===== config.mk =====
export PLATFORM = sky130hd
export DESIGN_NAME = scdc_top
export DESIGN_NICKNAME = d
export VERILOG_FILES = /design/src/scdc_pkg.sv /design/src/scdc_sync.sv /design/src/scdc_divider.sv /design/src/scdc_top.sv
export VERILOG_INCLUDE_DIRS = /design/src
export SDC_FILE = /design/constraint.sdc
export NUM_CORES = 1
export LEC_CHECK = 0
export BUFFER_PORTS_ARGS = -buffer_cell sky130_fd_sc_hd__buf_2
export CORE_UTILIZATION = 49
export CTS_BUF_LIST = sky130_fd_sc_hd__clkbuf_8 sky130_fd_sc_hd__clkbuf_16
export DETAILED_ROUTE_END_ITERATION = 7
export GPL_TIMING_DRIVEN = 0
export PLACE_DENSITY_LB_ADDON = 0.2
export SLEW_MARGIN = 5
export SYNTH_ARGS = -nofsm -noshare
export SYNTH_HDL_FRONTEND = slang
export SYNTH_SLANG_ARGS = --single-unit

===== constraint.sdc =====
create_clock -name clk_sys_i -period 3.4 [get_ports clk_sys_i]
set_input_delay 0.68 -clock clk_sys_i [delete_from_list [all_inputs] [get_ports clk_sys_i]]
set_output_delay 0.68 -clock clk_sys_i [all_outputs]
set_load 0.1 [all_outputs]

===== src/scdc_cfg.svh =====
// constants for the system clock divider control block
`ifndef SCDC_CFG_SVH
`define SCDC_CFG_SVH
`define SCDC_ADDR_W 4
`define SCDC_ADDR_CTRL 4'h0
`define SCDC_ADDR_STAT 4'h1
`define SCDC_CTRL_RESET 8'h00
`define SCDC_HOLD_BIT 7
`define SCDC_RSVD_HI 6
`define SCDC_RSVD_LO 3
`define SCDC_SEL_HI 2
`define SCDC_SEL_LO 0
`define SCDC_SEL_DIV1 3'h0
`define SCDC_SEL_DIV2 3'h1
`define SCDC_SEL_DIV4 3'h2
`define SCDC_CLK_HZ 25000000
`define SCDC_SETTLE_US 500
`define SCDC_SETTLE_CYC ((`SCDC_SETTLE_US * (`SCDC_CLK_HZ / 1000000)))
`define SCDC_DUTY_MIN_HZ 5000000
`endif


===== src/scdc_pkg.sv =====
// types for the system clock divider control block
package scdc_pkg;
   typedef enum logic [1:0] {
      SCDC_MODE_NORMAL = 2'b00,
      SCDC_MODE_SLEEP = 2'b01,
      SCDC_MODE_SWSTBY = 2'b10,
      SCDC_MODE_HWSTBY = 2'b11
   } scdc_mode_t;
   typedef enum logic [1:0] {
      SCDC_ST_SETTLE = 2'b00,
      SCDC_ST_RUN = 2'b01
   } scdc_state_t;
endpackage


===== src/scdc_sync.sv =====
// two flip-flop level synchroniser
`timescale 1ns/1ps
module scdc_sync (
   // clock and reset
   input wire logic clk_sys_i,
   input wire logic rst_i,
   // level
   input wire logic din_i,
   output logic dout_o
);
   typedef struct packed {
      logic s1;
      logic s2;
   } scdc_sync_t;
   scdc_sync_t st_q, st_d;
   always_comb begin
      st_d = st_q;
      st_d.s1 = din_i;
      st_d.s2 = st_q.s1;
   end
   always_ff @(posedge clk_sys_i or posedge rst_i) begin
      if (rst_i) begin
         st_q <= '0;
      end else begin
         st_q <= st_d;
      end
   end
   assign dout_o = st_q.s2;
endmodule


===== src/scdc_divider.sv =====
// divide-by-1/2/4 enable generator
`timescale 1ns/1ps
`include "scdc_cfg.svh"
module scdc_divider (
   // clock and reset
   input wire logic clk_sys_i,
   input wire logic rst_i,
   // control
   input wire logic run_i,
   input wire logic [2:0] sel_i,
   // enable out
   output logic tick_o,
   output logic phase_o
);
   typedef struct packed {
      logic [1:0] cnt;
      logic tick;
      logic phase;
   } scdc_div_t;
   scdc_div_t st_q, st_d;
   logic [1:0] last;
   always_comb begin
      st_d = st_q;
      if (sel_i == `SCDC_SEL_DIV4) begin
         last = 2'h3;
      end else if (sel_i == `SCDC_SEL_DIV2) begin
         last = 2'h1;
      end else begin
         last = 2'h0;
      end
      st_d.tick = 1'b0;
      if (!run_i) begin
         st_d.cnt = 2'h0;
         st_d.phase = 1'b0;
      end else if (st_q.cnt >= last) begin
         st_d.cnt = 2'h0;
         st_d.tick = 1'b1;
         st_d.phase = ~st_q.phase;
      end else begin
         st_d.cnt = st_q.cnt + 2'h1;
      end
   end
   always_ff @(posedge clk_sys_i or posedge rst_i) begin
      if (rst_i) begin
         st_q <= '0;
      end else begin
         st_q <= st_d;
      end
   end
   assign tick_o = st_q.tick;
   assign phase_o = st_q.phase;
endmodule


===== src/scdc_top.sv =====
// system clock divider control: register, divider and clock output pin
`timescale 1ns/1ps
`include "scdc_cfg.svh"
module scdc_top
   import scdc_pkg::*;
#(
   parameter int SETTLE_CYC = `SCDC_SETTLE_CYC,
   parameter int OSC_HZ = 20000000
) (
   // clock and reset
   input wire logic clk_sys_i,
   input wire logic rst_i,
   // register port
   input wire logic [`SCDC_ADDR_W-1:0] reg_addr_i,
   input wire logic [7:0] reg_wdata_i,
   input wire logic reg_wr_i,
   input wire logic reg_rd_i,
   output logic [7:0] reg_rdata_o,
   // power-down mode from the mode controller, same clock
   input wire logic [1:0] pwr_mode_i,
   // active-low chip reset pin
   input wire logic chip_rst_n_i,
   // system clock output pin
   output logic sysclk_pin_o,
   output logic sysclk_pin_oe_o,
   // internal system clock enable and status
   output logic sysclk_tick_o,
   output logic clk_ready_o,
   output logic duty_adj_o
);
   typedef struct packed {
      logic [7:0] ctrl;
      logic [7:0] rdata;
      scdc_state_t state;
      logic [31:0] settle;
      logic pin;
      logic oe;
   } scdc_top_t;
   scdc_top_t st_q, st_d;
   logic rst_pin_n;
   logic tick;
   logic phase;
   logic run;
   scdc_mode_t mode;

   function automatic logic [7:0] scdc_read(input logic [`SCDC_ADDR_W-1:0] a,
                                            input logic [7:0] c, input logic rdy);
      if (a == `SCDC_ADDR_CTRL) begin
         scdc_read = c;
      end else if (a == `SCDC_ADDR_STAT) begin
         scdc_read = {7'h00, rdy};
      end else begin
         scdc_read = 8'h00;
      end
   endfunction

   function automatic logic scdc_is_run(input scdc_state_t s);
      scdc_is_run = (s == SCDC_ST_RUN);
   endfunction

   // both standby modes stop the system clock
   function automatic logic scdc_tick_open(input scdc_mode_t m);
      scdc_tick_open = (m == SCDC_MODE_NORMAL) || (m == SCDC_MODE_SLEEP);
   endfunction

   // parked high, not low, so a stopped clock leaves no stray falling edge behind
   function automatic logic scdc_pin_forced(input scdc_mode_t m, input logic hold,
                                            input logic running);
      if (!running) begin
         scdc_pin_forced = 1'b1;
      end else if (m == SCDC_MODE_SWSTBY) begin
         scdc_pin_forced = 1'b1;
      end else begin
         scdc_pin_forced = hold;
      end
   endfunction

   ////////////////////////////////////////////////////////////////////////
   // pin sync and divider
   scdc_sync u_sync (
      .clk_sys_i(clk_sys_i),
      .rst_i(rst_i),
      .din_i(chip_rst_n_i),
      .dout_o(rst_pin_n)
   );
   scdc_divider u_div (
      .clk_sys_i(clk_sys_i),
      .rst_i(rst_i),
      .run_i(run),
      .sel_i(st_q.ctrl[`SCDC_SEL_HI:`SCDC_SEL_LO]),
      .tick_o(tick),
      .phase_o(phase)
   );
   assign mode = scdc_mode_t'(pwr_mode_i);
   assign run = scdc_is_run(st_q.state);

   ////////////////////////////////////////////////////////////////////////
   // next state
   always_comb begin
      st_d = st_q;
      // whole byte kept, reserved bits included; prohibited codes are software's duty
      if (reg_wr_i && reg_addr_i == `SCDC_ADDR_CTRL) begin
         st_d.ctrl = reg_wdata_i;
      end
      if (reg_rd_i) begin
         st_d.rdata = scdc_read(reg_addr_i, st_q.ctrl, run);
      end else begin
         st_d.rdata = 8'h00;
      end
      // pin reset restarts the settle wait; the outside holds it low long enough
      case (st_q.state)
         SCDC_ST_SETTLE: begin
            if (!rst_pin_n) begin
               st_d.settle = 32'h0;
               st_d.ctrl = `SCDC_CTRL_RESET;
            end else if (st_q.settle >= 32'(SETTLE_CYC - 1)) begin
               st_d.state = SCDC_ST_RUN;
            end else begin
               st_d.settle = st_q.settle + 32'h1;
            end
         end
         SCDC_ST_RUN: begin
            if (!rst_pin_n) begin
               st_d.state = SCDC_ST_SETTLE;
               st_d.settle = 32'h0;
               st_d.ctrl = `SCDC_CTRL_RESET;
            end
         end
         default: st_d.state = SCDC_ST_SETTLE;
      endcase
      // pin: high while unsettled, held or in software standby; float in hw standby
      st_d.oe = (mode != SCDC_MODE_HWSTBY);
      if (scdc_pin_forced(mode, st_q.ctrl[`SCDC_HOLD_BIT], run)) begin
         st_d.pin = 1'b1;
      end else begin
         st_d.pin = phase;
      end
   end

   always_ff @(posedge clk_sys_i or posedge rst_i) begin
      if (rst_i) begin
         st_q <= '0;
         st_q.ctrl <= `SCDC_CTRL_RESET;
         st_q.pin <= 1'b1;
      end else begin
         st_q <= st_d;
      end
   end

   ////////////////////////////////////////////////////////////////////////
   // outputs
   assign reg_rdata_o = st_q.rdata;
   assign sysclk_pin_o = st_q.pin;
   assign sysclk_pin_oe_o = st_q.oe;
   // system clock stops in both standby modes
   assign sysclk_tick_o = tick && scdc_tick_open(mode);
   assign clk_ready_o = run;
   assign duty_adj_o = (OSC_HZ > `SCDC_DUTY_MIN_HZ);

   ////////////////////////////////////////////////////////////////////////
   // checks
   chk_reset_value: assert property (@(posedge clk_sys_i) $fell(rst_i) |-> st_q.ctrl == 8'h00)
      else $error("control not zero after reset");
   chk_write_store: assert property (@(posedge clk_sys_i) disable iff (rst_i)
      reg_wr_i && reg_addr_i == `SCDC_ADDR_CTRL && rst_pin_n |=> st_q.ctrl == $past(reg_wdata_i))
      else $error("control write lost");
   chk_read_back: assert property (@(posedge clk_sys_i) disable iff (rst_i)
      reg_rd_i && reg_addr_i == `SCDC_ADDR_CTRL |=> reg_rdata_o == $past(st_q.ctrl))
      else $error("control readback wrong");
   chk_rsvd_kept: assert property (@(posedge clk_sys_i) disable iff (rst_i)
      reg_wr_i && reg_addr_i == `SCDC_ADDR_CTRL && rst_pin_n
      |=> st_q.ctrl[6:3] == $past(reg_wdata_i[6:3]))
      else $error("reserved bits not kept");
   chk_hold_high: assert property (@(posedge clk_sys_i) disable iff (rst_i)
      st_q.ctrl[7] || mode == SCDC_MODE_SWSTBY |=> sysclk_pin_o)
      else $error("pin not held high");
   chk_hw_float: assert property (@(posedge clk_sys_i) disable iff (rst_i)
      mode == SCDC_MODE_HWSTBY |=> !sysclk_pin_oe_o)
      else $error("pin driven in hardware standby");
   chk_settle_wait: assert property (@(posedge clk_sys_i) disable iff (rst_i)
      !clk_ready_o && !$past(clk_ready_o) |-> sysclk_pin_o && !tick)
      else $error("clock out before settle");
   chk_pin_reset: assert property (@(posedge clk_sys_i) disable iff (rst_i)
      !rst_pin_n |=> !clk_ready_o)
      else $error("ready during pin reset");
   chk_div_two: assert property (@(posedge clk_sys_i) disable iff (rst_i)
      tick && st_q.ctrl[2:0] == 3'h1 && $stable(st_q.ctrl) && clk_ready_o
      |=> !tick ##1 (tick || !clk_ready_o || st_q.ctrl != $past(st_q.ctrl, 2)))
      else $error("half rate wrong");
   cov_div1: cover property (@(posedge clk_sys_i) clk_ready_o && st_q.ctrl[2:0] == 3'h0 && tick);
   cov_div4: cover property (@(posedge clk_sys_i) clk_ready_o && st_q.ctrl[2:0] == 3'h2 && tick);
   cov_hold: cover property (@(posedge clk_sys_i) clk_ready_o && st_q.ctrl[7]);
   cov_hwstby: cover property (@(posedge clk_sys_i) mode == SCDC_MODE_HWSTBY);
   cov_div2: cover property (@(posedge clk_sys_i) clk_ready_o && st_q.ctrl[2:0] == 3'h1 && tick);

   ////////////////////////////////////////////////////////////////////////
   // register side
   chk_write_sel: assert property (@(posedge clk_sys_i) disable iff (rst_i)
      reg_wr_i && reg_addr_i == `SCDC_ADDR_CTRL && rst_pin_n
      |=> st_q.ctrl[2:0] == $past(reg_wdata_i[2:0]))
      else $error("select write lost");

   chk_write_hold: assert property (@(posedge clk_sys_i) disable iff (rst_i)
      reg_wr_i && reg_addr_i == `SCDC_ADDR_CTRL && rst_pin_n
      |=> st_q.ctrl[7] == $past(reg_wdata_i[7]))
      else $error("hold bit write lost");

   chk_wr_other: assert property (@(posedge clk_sys_i) disable iff (rst_i)
      reg_wr_i && reg_addr_i != `SCDC_ADDR_CTRL && rst_pin_n
      |=> st_q.ctrl == $past(st_q.ctrl))
      else $error("control changed by other write");

   chk_rdata_idle: assert property (@(posedge clk_sys_i) disable iff (rst_i)
      !reg_rd_i
      |=> reg_rdata_o == 8'h00)
      else $error("read data without read");

   chk_stat_read: assert property (@(posedge clk_sys_i) disable iff (rst_i)
      reg_rd_i && reg_addr_i == `SCDC_ADDR_STAT
      |=> reg_rdata_o == {7'h00, $past(clk_ready_o)})
      else $error("status readback wrong");

   chk_unmapped_read: assert property (@(posedge clk_sys_i) disable iff (rst_i)
      reg_rd_i && reg_addr_i != `SCDC_ADDR_CTRL && reg_addr_i != `SCDC_ADDR_STAT
      |=> reg_rdata_o == 8'h00)
      else $error("unmapped read not zero");

   ////////////////////////////////////////////////////////////////////////
   // clock pin
   chk_oe_drive: assert property (@(posedge clk_sys_i) disable iff (rst_i)
      mode != SCDC_MODE_HWSTBY
      |=> sysclk_pin_oe_o)
      else $error("pin not driven");

   chk_swstby_pin: assert property (@(posedge clk_sys_i) disable iff (rst_i)
      mode == SCDC_MODE_SWSTBY
      |=> sysclk_pin_o && sysclk_pin_oe_o)
      else $error("pin not high in software standby");

   chk_pin_follow: assert property (@(posedge clk_sys_i) disable iff (rst_i)
      clk_ready_o && !st_q.ctrl[`SCDC_HOLD_BIT] && scdc_tick_open(mode)
      |=> sysclk_pin_o == $past(phase))
      else $error("pin does not follow clock");

   chk_tick_stop: assert property (@(posedge clk_sys_i) disable iff (rst_i)
      mode == SCDC_MODE_SWSTBY || mode == SCDC_MODE_HWSTBY
      |-> !sysclk_tick_o)
      else $error("clock runs in standby");

   chk_tick_run: assert property (@(posedge clk_sys_i) disable iff (rst_i)
      mode == SCDC_MODE_NORMAL && tick
      |-> sysclk_tick_o)
      else $error("clock lost in normal mode");

   chk_pin_reset_hi: assert property (@(posedge clk_sys_i)
      $fell(rst_i)
      |-> sysclk_pin_o)
      else $error("pin low after reset");

   ////////////////////////////////////////////////////////////////////////
   // settle and divider
   chk_div_four: assert property (@(posedge clk_sys_i) disable iff (rst_i)
      (tick && st_q.ctrl[2:0] == 3'h2 && clk_ready_o)
      ##1 (st_q.ctrl[2:0] == 3'h2 && clk_ready_o)[*3]
      |-> (!tick && !$past(tick) && !$past(tick, 2)) ##1 tick)
      else $error("quarter rate wrong");

   chk_div_idle: assert property (@(posedge clk_sys_i) disable iff (rst_i)
      !clk_ready_o
      |=> !tick)
      else $error("divider runs while unsettled");

   chk_ready_keep: assert property (@(posedge clk_sys_i) disable iff (rst_i)
      clk_ready_o && rst_pin_n
      |=> clk_ready_o)
      else $error("ready dropped without pin reset");

   chk_pin_clear: assert property (@(posedge clk_sys_i) disable iff (rst_i)
      !rst_pin_n
      |=> st_q.ctrl == `SCDC_CTRL_RESET)
      else $error("control not cleared by pin reset");

   chk_settle_len: assert property (@(posedge clk_sys_i) disable iff (rst_i)
      $rose(clk_ready_o)
      |-> $past(st_q.settle) == 32'(SETTLE_CYC - 1))
      else $error("settle wait too short");

   chk_ready_reset: assert property (@(posedge clk_sys_i)
      $fell(rst_i)
      |-> !clk_ready_o)
      else $error("ready right after reset");
endmodule


* Yosys cells after proc, flatten, opt, wreduce, memory -nomap -nowiden
Index checks and enable logic that the tools add are counted.
Storage, ports and cells: bits in registers 58, latch bits 0, memory bits (writable) 0, ROM bits 0, input bits 19, output and inout port bits 13, word-level logic and storage cells 61, memories kept 0
Cells by class: add/sub/neg operators 2, multiply operators 0, div/mod/pow operators 0, $lt $le $gt $ge 2, eq/ne operators 12, shift operators 0, mux-type cells 23, bitwise logic cells 1, reduce and logical (&&, ||, !) cells 10
Operator list (number):
- two-way mux 32 bit | 2
- case mux 32 bit (2 select lines) | 1
- two-way mux 8 bit | 5
- two-way mux 34 bit | 1
- adder 32 x 1 -> 32 bit, second input constant | 1
- >= comparator 32 x 14 -> 1 bit, second input constant | 1
- two-way mux 2 bit | 6
- != test 2 bit, second input constant | 4
- two-way mux 1 bit | 7
- AND reduction 3 bit | 2
- == test 2 x 1 -> 1 bit, second input constant | 2
- == test 4 x 1 -> 1 bit, second input constant | 1
- zero test 2 bit | 2
- zero test 4 bit | 1
- case mux 2 bit (2 select lines) | 1
- == test 3 x 1 -> 1 bit, second input constant | 1
- == test 3 x 2 -> 1 bit, second input constant | 1
- != test 3 bit, second input constant | 1
- adder 2 x 1 -> 2 bit, second input constant | 1
- == test 2 bit, second input constant | 1
- >= comparator 2 bit | 1
- logical AND 1 bit | 2
- != test 2 x 1 -> 1 bit, second input constant | 1
- nonzero test 2 bit | 1
- 3 further kinds | 3

* Logic depth before layout (Yosys ltp)
Gate-level depths: netlist of run 1.
word-level depth 6, gate-level depth with buffers 8

* Cells and area by module
A second synthesis of run 1 with hierarchy kept.
Unflattened totals: cell total of the unflattened synthesis 224, area total of the unflattened synthesis 2513.7 um^2
Modules (own cells, without submodules):
- scdc_top | instances 1, cells an instance 201, area each 2228.4 um^2
- scdc_divider | instances 1, cells an instance 20, area each 231.5 um^2
- scdc_sync | instances 1, cells an instance 3, area each 53.8 um^2

* Worst setup path after synthesis of run 1
Ideal clock, no wire load.
path type input -> output, start input pwr_mode_i[1], end output sysclk_tick_o, arrival 2.015 ns, slack 0.705 ns, stages 1, cell sequence nor2b_1
On the way: word-level cells in the longest chain between the ends 3, elaborated cells on any way between the ends 4
RTL lines:
- from (decl) | RTL line scdc_top.sv:20 | input wire logic [1:0] pwr_mode_i,
- == test 2 x 1 -> 1 bit or zero test 2 bit (tied branches) | RTL line scdc_top.sv:63 | scdc_tick_open = (m == SCDC_MODE_NORMAL) || (m == SCDC_MODE_SLEEP);
- logical OR 1 bit * | RTL line scdc_top.sv:63
- logical AND 1 bit * | RTL line scdc_top.sv:156 | assign sysclk_tick_o = tick && scdc_tick_open(mode);
- to (decl) | RTL line scdc_top.sv:27 | output logic sysclk_tick_o,
Mark *: on every way between the ends. The rest lies on a longest branch, timed or not.

* Worst setup path after layout of run 1
start register st_q[10] in the netlist's numbering, end register st_q[8] in the netlist's numbering
On the way: word-level cells in the longest chain between the ends 3
RTL lines:
- from (decl) | RTL line scdc_top.sv:39 | scdc_top_t st_q, st_d;
- from (signal assigned) | RTL line scdc_top.sv:146 | st_q <= st_d;
- >= comparator 32 x 14 -> 1 bit | RTL line scdc_top.sv:116 | end else if (st_q.settle >= 32'(SETTLE_CYC - 1)) begin
- != test 3 bit (no source line)
- AND reduction 3 bit (no source line)
Every way passes these cells. A chain may end at the register's enable or synchronous reset.

==> results of run 1 <==
## cell families after synthesis
| group | share of synthesized area |
|---|---|
| compound gates | 0.0810 |
| xor+xnor | 0.0106 |
| fa+ha+maj | 0.0152 |
| buf+inv | 0.0496 |
| flops | 0.577 |
| mux | 0.0405 |
| other cells | 0.00152 |
| simple gates | 0.224 |
## per-stage QoR
step	power [mW]	hold slack, ps	cell area (um2)	worst slack [ps]
global route	1.45	356	2940	935
floorplan	0.739	331	2470	705
detailed placement	0.764	342	2730	1170
finish	1.40	350	2940	1130
CTS	1.41	355	2940	1120
global placement	0.759	335	2710	629
## path summary, 6_finish.rpt
| kind | start | slack (ps) | to | depth (start not counted) |
|---|---|---|---|---|
| hold / removal | u_sync.st_d[0] | 350 | u_sync.dout_o | 0 |
| min in group asynchronous | rst_i | 470 | st_q[48] | 2 |
| max in group asynchronous | rst_i | 2360 | st_q[8] | 3 |
| hold reg to reg | u_sync.st_d[0] | 350 | u_sync.dout_o | 0 |
| setup / recovery | st_q[10] | 1130 | st_q[8] | 5 |
| setup reg to reg | st_q[10] | 1130 | st_q[8] | 5 |
## per-layer routing
layer / global-route usage / part of all wire
met1: 0.253 / 0.48
met4: 0.135 / 0.023
met3: 0.0704 / 0.051
met2: 0.296 / 0.45
met5: 0 / 0
## flip-flops by register name (all words and copies together) (netlist names)
register         cells
u_sync.dout_o        1
st_q                41
u_div.tick_o         1
u_sync.st_d          1
u_div.phase_o        1
reg_rdata_o          8
u_div.st_q           2
sysclk_pin_oe_o      1
sysclk_pin_o         1
## power by group through the flow
stage / registers, mW / clock network (mW) / logic, mW
2_1_floorplan: 0.705 / 0 / 0.0343
3_3_place_gp: 0.701 / 0 / 0.0583
3_5_place_dp: 0.701 / 0 / 0.0630
4_1_cts: 0.689 / 0.659 / 0.0632
5_1_grt: 0.690 / 0.692 / 0.0699
6_report: 0.689 / 0.648 / 0.0620
## synth_stat cells, types with 2 or more instances
| cell type | instances |
|---|---|
| o21ai_0 | 4 |
| nand3_1 | 7 |
| o311ai_0 | 4 |
| and3_1 | 3 |
| a21oi_1 | 10 |
| ha_1 | 3 |
| o41ai_1 | 3 |
| inv_1 | 2 |
| nor2_1 | 18 |
| nand2b_1 | 3 |
| mux2i_1 | 10 |
| clkbuf_1 | 6 |
| nand4_1 | 2 |
| o31ai_1 | 6 |
| nor3_1 | 4 |
| nand3b_1 | 3 |
| or3_1 | 4 |
| nor4_1 | 4 |
| nand2_1 | 13 |
| buf_2 | 2 |
| buf_4 | 9 |
| nor2b_1 | 3 |
| dfrtp_1 | 56 |
| xnor2_1 | 3 |
| or4_1 | 6 |
| and2_1 | 27 |
## cell type report
cell class	instances	share of cell area
timing repair buffer	31	0.0604
inverter	3	0.00383
clock inverter	4	0.0145
tap	67	0.0285
clock buffer	12	0.0561
sequential	57	0.485
multi-input combinational	147	0.313
buffer	18	0.0379
==> run metrics, run 1 <==
global-route wire length before repair=7830 um; commonest register cell after synthesis=dfrtp_1; GP Congestion=0.854; initial antenna violation count=0; largest net degree at the start of global routing=36; worst hold path class=flip-flop to flip-flop; Setup crit start kind=flip-flop; core footprint=4790 um2; syn nets=247; Clock Sinks=57; cell count after synthesis=225; post-cts sizing count=0; kind of cell adding the most delay to the critical path=compound AO/OA/AOI/OAI gates; final hold vios=0; Clock H-tree levels=3; port bufs=30; Netlist cell types=36; Int Pwr=1.10 mW; commonest non-fill, non-tap cell in the layout=dfrtp_1; RSZ-0062 raised after global routing=no; CP required=3600 ps; Flop pwr share=0.493; First-pass DRT Iterations=4; Critical Path AT=2470 ps; Clock Skew=8.71 ps; dominant cells by area after synthesis=dfrtp_1 (57%), and2_1 (6.8%), mux2i_1 (4.0%); Area Overhead vs Synth=19.0%; # IOs=32; multi-input logic area=922 um2; combinational share of power=0.044; commonest non-fill, non-tap cells in the layout=dfrtp_1 (56), buf_2 (32), and2_1 (27); relative slew slack=0.501; Slew Limit Fails=0; Cell Area, Synth=2470 um2; gr usage total=0.203; worst skew pair latency=340 ps; die height=73.0 um; postcts setup bufs=0; MaxCap Viol Count=0; initial DRC count=95; flops & latches, synth=57; CTS Buf Count=9; Slowest cell on crit path=or4_1; DRT antenna net count=0; register area share after synthesis=0.577; Net Sw Frac=0.216; gr ovfl total=0; DR vias=1759; CTS tree=built; share of the synthesized area in the top cell type=0.567; root buffer cell=clkbuf_8; Setup-failing EPs final=0; switching pwr=302 uW; worst-path cell chain=or4_1, o211a_1, clkbuf_1, o311ai_0, o41ai_1; slowest stage delay, CP=560 ps; Inserted Diodes=0; hpwl dp=3000 um; Yosys warnings=0; setup TNS=0 ps; Worst Path Max Fanout=10; fill count=409; Async SR Flop Fraction=1.00; num rows=25; fmax=0.440 GHz; routed len/inst=13.7 um; DRC viols=0; run status=completed; nets=289; Leak Pwr=1.51 nW; Die ar.=5330 um2; Clk pin slew, worst setup/hold paths=60 ps; Tmin final=2270 ps; hold_buf cts=0; Via density=5.19; via count of the first global-routing pass=1742; Peak VDD IR=0.241 mV; initial core utilization=0.517; die width=73.0 um; Crit Path Class=flip-flop to flip-flop; crit path buf inv count=1; CTS Buffer Depth=2; final core occ=0.615; Syn Area/Cell=11.0 um2; EDFF count, synth=0; area leader, netlist=dfrtp_1; clock group share of total power=0.463; Crit. End Element=flip-flop; Cell Pwr Density=476 nW/um2; layout cells sized above 1=0.224; register area=1430 um2; Placed Cells incl. Taps=323; Least-Margin Pin Slew=748 ps; Post-Route WL=4640 um; Post-Layout Cell Count=339; part of the cycle the worst path needs=0.668
No activity file was read; power rests on OpenSTA's default activity.
==> run 2: changes to the inputs <==
Clock period 3.4 ns to 2.08 ns, I/O delays scaled along.
==> run 2 against run 1 <==
The flow now finishes with violations (negative setup slack). First-iteration DRC count grew 20%. Clock-buffer cell count down 1. Non-clock buffer count increased by 2. Critical path depth is the same. Largest cell class unchanged.
==> run metrics, run 2 (synthesis gave the netlist of run 1 again) <==
Slew Limit Fails=0 (unchanged); DR vias=1813 (+3.1%); Setup-failing EPs final=1 (+1); Tmin final=2090 ps (-186 ps); Cell Pwr Density=774 nW/um2 (+63%); CTS Buf Count=9 (unchanged); fill count=391 (-4.4%); final hold vios=0 (unchanged); relative slew slack=0.535 (+0.0339); layout cells sized above 1=0.297 (+0.0724); part of the cycle the worst path needs=1.00 (+0.334); Net Sw Frac=0.210 (-0.00648); Critical Path AT=2330 ps (-140 ps); gr usage total=0.204 (+0.00103); switching pwr=499 uW (+65%); DRC viols=0 (unchanged); port bufs=30 (unchanged); CTS tree=built; hpwl dp=3030 um (+0.97%); Area Overhead vs Synth=24.3%; Setup crit start kind=flip-flop; run status=complete, but fails checks; failing checks=negative setup slack; Largest register FFs=41 (unchanged); Die ar.=5330 um2 (unchanged); Peak VDD IR=0.504 mV (+110%); Least-Margin Pin Slew=697 ps (-50.8 ps); clock group share of total power=0.483 (+0.020); via count of the first global-routing pass=1718 (-1.4%); Worst Setup Slack, final=-5.19 ps (-1130 ps); worst hold path class=input pin to async pin; First-pass DRT Iterations=4 (unchanged); largest reg by FF count=st_q; commonest non-fill, non-tap cell in the layout=dfrtp_1; r2r setup slk=-5 ps (-1130 ps); multi-input logic area=1010 um2 (+10%); CP required=2320 ps (-1280 ps); core footprint=4790 um2 (unchanged); Inserted Diodes=0 (unchanged); gr ovfl total=0 (unchanged); global-route wire length before repair=7860 um (+0.36%); Crit Path Class=flip-flop to flip-flop; routed len/inst=14.3 um (+4.3%); Post-Route WL=4860 um (+4.7%); GP Congestion=0.857 (+0.35%); combinational share of power=0.043 (about the same); fmax=0.480 GHz (+8.9%); die width=73.0 um (unchanged); die height=73.0 um (unchanged); CTS Buffer Depth=2 (unchanged); nets=291 (+0.69%); MaxCap Viol Count=0 (unchanged); worst skew pair latency=330 ps (about the same); commonest non-fill, non-tap cells in the layout=dfrtp_1 (54), buf_2 (30), and2_1 (27); Hold WS=185 ps (-165 ps); Worst Path Max Fanout=6 (-4); root buffer cell=clkbuf_8; Clock Skew=11.1 ps (+2.37 ps); initial antenna violation count=0 (unchanged); Clk pin slew, worst setup/hold paths=70 ps (about the same); largest net degree at the start of global routing=34 (-5.6%); Crit. End Element=flip-flop; Clock H-tree levels=3 (unchanged); hold_buf cts=0 (unchanged); register area=1430 um2 (+0.18%); # IOs=32 (unchanged); num rows=25 (unchanged); Flop pwr share=0.474 (-0.019); Via density=5.33 (+2.8%); initial core utilization=0.517 (unchanged); Clock Sinks=57 (unchanged); initial DRC count=114 (+20%); Leak Pwr=1.55 nW (+2.6%); Int Pwr=1.88 mW (+71%); DRT antenna net count=0 (unchanged); total power=2.38 mW (+70%)
[run 2: critical path, cell delays in order, from the launching register on]
cell	delay, ps
dfrtp_1	430
and3_1	280
nand4_1	260
or2_2	400
or4_1	500
a21oi_1	130
[run 2: final timing paths]
kind / end / depth (start not counted) / startpoint
worst min-delay path: st_q[48] / 2 / rst_i
worst min register to register: u_sync.dout_o / 0 / u_sync.st_d[0]
worst max-delay path: st_q[13] / 5 / st_q[4]
worst max register to register: st_q[13] / 5 / st_q[4]
min in group clk_sys_i: u_sync.st_d[0] / 1 / chip_rst_n_i
max in group asynchronous: st_q[10] / 3 / rst_i
[run 2: metrics by stage]
step                      instance area [um2]  setup slack [ps]  TNS [ps]   util  cells
after floorplan                          2480             -28.9     -28.9      -    225
after global placement                   2720              -585    -23560  0.568    322
after detailed placement                 2740             -96.8      -313  0.572    323
after CTS                                2970              8.02         0  0.620    338
after global routing                     3070             -78.8      -127  0.642    340
final                                    3070             -5.19     -5.19  0.642    340
[run 2: repair_timing]
action / 4_1_cts / 5_1_grt
gates resized for setup: 4 / 21
setup buffers: 0 / 2
pin swaps: 0 / 3
gates cloned: 0 / 0
setup endpoints to repair: 10 / 10
[run 2: cell type report]
class,count,share of cell area
buffer,18,0.0415
clock buffer,11,0.0493
clock inverter,4,0.0224
inverter,3,0.00366
multi-input combinational,147,0.330
sequential,57,0.465
tap,67,0.0273
timing repair buffer,33,0.0603
[run 2: power by group through the flow]
stage | registers [mW] | logic (mW) | clock network (mW)
after floorplan | 1.15 | 0.0562 | 0
after global placement | 1.15 | 0.0959 | 0
after detailed placement | 1.15 | 0.102 | 0
after CTS | 1.13 | 0.103 | 1.17
after global routing | 1.13 | 0.116 | 1.21
final | 1.13 | 0.102 | 1.15
[run 2: layer usage]
| metal | track usage | vias to the layer above | routed length, um |
|---|---|---|---|
| li1 | - | 868 | - |
| met1 | 0.252 | 866 | 2140 |
| met2 | 0.328 | 62 | 2330 |
| met3 | 0.0456 | 17 | 227 |
| met4 | 0.118 | 0 | 153 |
| met5 | 0 | - | 0 |
==> run 3: changes to the inputs <==
Settings changed: CELL_PAD_IN_SITES_DETAIL_PLACEMENT set to 1, CELL_PAD_IN_SITES_GLOBAL_PLACEMENT set to 1, CORE_UTILIZATION 49 to 40.
==> run 3 against run 2 <==
The run now ends clean. First-iteration DRC count down 55%. Core utilization fell by 11 points. Global-route usage shrank 1.2 points. Sequential share of layout area is 1.3 points lower. Combinational power hardly changed. Fmax increased by 0.46%. Non-clock buffer count up 3. Setup slack improved by 9.6 ps. Critical endpoint is now st_q[8].
==> run metrics, run 3 (synthesis gave the netlist of run 1 again) <==
gr ovfl total=0 (unchanged); nets=294 (+1.0%); fmax=0.482 GHz (+0.46%); Slew Limit Fails=0 (unchanged); DRC viols=0 (unchanged); Setup-failing EPs final=0 (-1); die height=80.6 um (+10%); Area Overhead vs Synth=27.9%; die width=80.6 um (+10%); Die ar.=6500 um2 (+22%); CTS tree=built; relative slew slack=0.612 (+0.0769); fill count=661 (+69%); Via density=5.26 (-1.3%); part of the cycle the worst path needs=0.998 (-0.00461); global-route wire length before repair=9140 um (+16%); Cell Pwr Density=805 nW/um2 (+4.1%); run status=completed; largest reg by FF count=st_q; Slowest cell on crit path=or4_1; routed len/inst=15.4 um (+7.8%); First-pass DRT Iterations=4 (unchanged); gr usage total=0.191 (-0.0122); hpwl dp=3490 um (+15%); GP Congestion=0.807 (-5.8%); Inserted Diodes=0 (unchanged); worst hold path class=input pin to async pin; CP required=2280 ps (-40 ps); CTS Buf Count=9 (unchanged); Crit. End Element=flip-flop; worst skew pair latency=330 ps (about the same); # IOs=32 (unchanged); Hold WS=107 ps (-78.7 ps); kind of cell adding the most delay to the critical path=compound AO/OA/AOI/OAI gates; CTS Buffer Depth=2 (unchanged); MaxCap Viol Count=0 (unchanged); Critical Path AT=2280 ps (-50 ps); num rows=28 (+12%); initial DRC count=51 (-55%); layout cells sized above 1=0.318 (+0.0210); register area=1430 um2 (about the same); initial antenna violation count=0 (unchanged); root buffer cell=clkbuf_8; Largest register FFs=41 (unchanged); Clock Skew=9.18 ps (-1.90 ps); r2r setup slk=4 ps (about the same); R2R depth=5 (unchanged); initial core utilization=0.415 (-0.101); core footprint=5960 um2 (+24%); Peak VDD IR=0.664 mV (+32%); Post-Route WL=5420 um (+12%); Least-Margin Pin Slew=583 ps (-114 ps); Clock H-tree levels=3 (unchanged); R2R Path Start=st_q[10]; Leak Pwr=1.60 nW (+3.5%); DR vias=1852 (+2.2%); slowest stage delay, CP=580 ps (+80 ps); DRT antenna net count=0 (unchanged); Worst Path Max Fanout=10 (+4); setup TNS=0 ps (+5.19 ps); via count of the first global-routing pass=1902 (+11%); commonest non-fill, non-tap cells in the layout=dfrtp_1 (53), buf_2 (30), and2_1 (27); final hold vios=0 (unchanged); reg2reg end=st_q[8]; port bufs=30 (unchanged); multi-input logic area=1030 um2 (+1.8%); Clk pin slew, worst setup/hold paths=70 ps (about the same); largest net degree at the start of global routing=36 (+5.9%); Setup crit start kind=flip-flop; crit path buf inv count=1 (+1); Clock Sinks=57 (unchanged); crit path launch=st_q[10]; commonest non-fill, non-tap cell in the layout=dfrtp_1; worst-path cell chain=or4_1, o211a_4, clkbuf_4, o311ai_2, o41ai_2; Crit Path Class=flip-flop to flip-flop; RSZ-0062 raised after global routing=yes; Tmin final=2080 ps (-9.60 ps); total power=2.55 mW (+7.1%); hold_buf cts=0 (unchanged)
run 3: cell count changes in the layout (fill, tap and decap cells not counted), sizes merged:
cell / before / now
buf: 46 / 49
bufinv: 2 / 3
run 3: worst max path at each step:
stage,to,cells past startpoint
global placement,st_q[34],2
CTS,st_q[11],5
floorplan,st_q[11],8
finish,st_q[8],5
global route,st_q[8],4
detailed placement,st_q[2],7
run 3: metal layers:
| metal | track usage | vias to the layer above | wire (um) |
|---|---|---|---|
| met5 | 0 | - | 0 |
| met4 | 0.0661 | 0 | 60 |
| met3 | 0.0670 | 9 | 241 |
| met2 | 0.303 | 43 | 2710 |
| met1 | 0.241 | 930 | 2400 |
| li1 | - | 870 | - |
run 3: layout make-up:
type                       instances  share of cell area
tap                               75              0.0297
timing repair buffer              37              0.0680
multi-input combinational        147               0.327
clock inverter                     5              0.0324
sequential                        57               0.453
buffer                            17              0.0392
clock buffer                      11              0.0479
inverter                           3             0.00356
run 3: stage by stage:
step / cells / utilization / area, um2 / worst slack (ps)
after CTS: 347 / 0.507 / 3020 / 11.1
after global placement: 330 / 0.458 / 2730 / -644
final: 352 / 0.531 / 3160 / 4.41
after floorplan: 225 / - / 2480 / -28.9
after global routing: 352 / 0.531 / 3160 / -86.9
after detailed placement: 331 / 0.461 / 2750 / -127
run 3: timing repair:
item	4_1_cts	5_1_grt
endpoints found under the hold margin	0	0
gates cloned	0	0
gates resized for setup	5	21
pin swaps	0	4
setup buffers	0	6
endpoints found under the setup margin	10	15
run 3: power by group:
group,switching (mW),internal [mW],total [mW]
Sequential,0.00925,1.12,1.13
Combinational,0.0707,0.0342,0.105
Clock,0.455,0.859,1.31
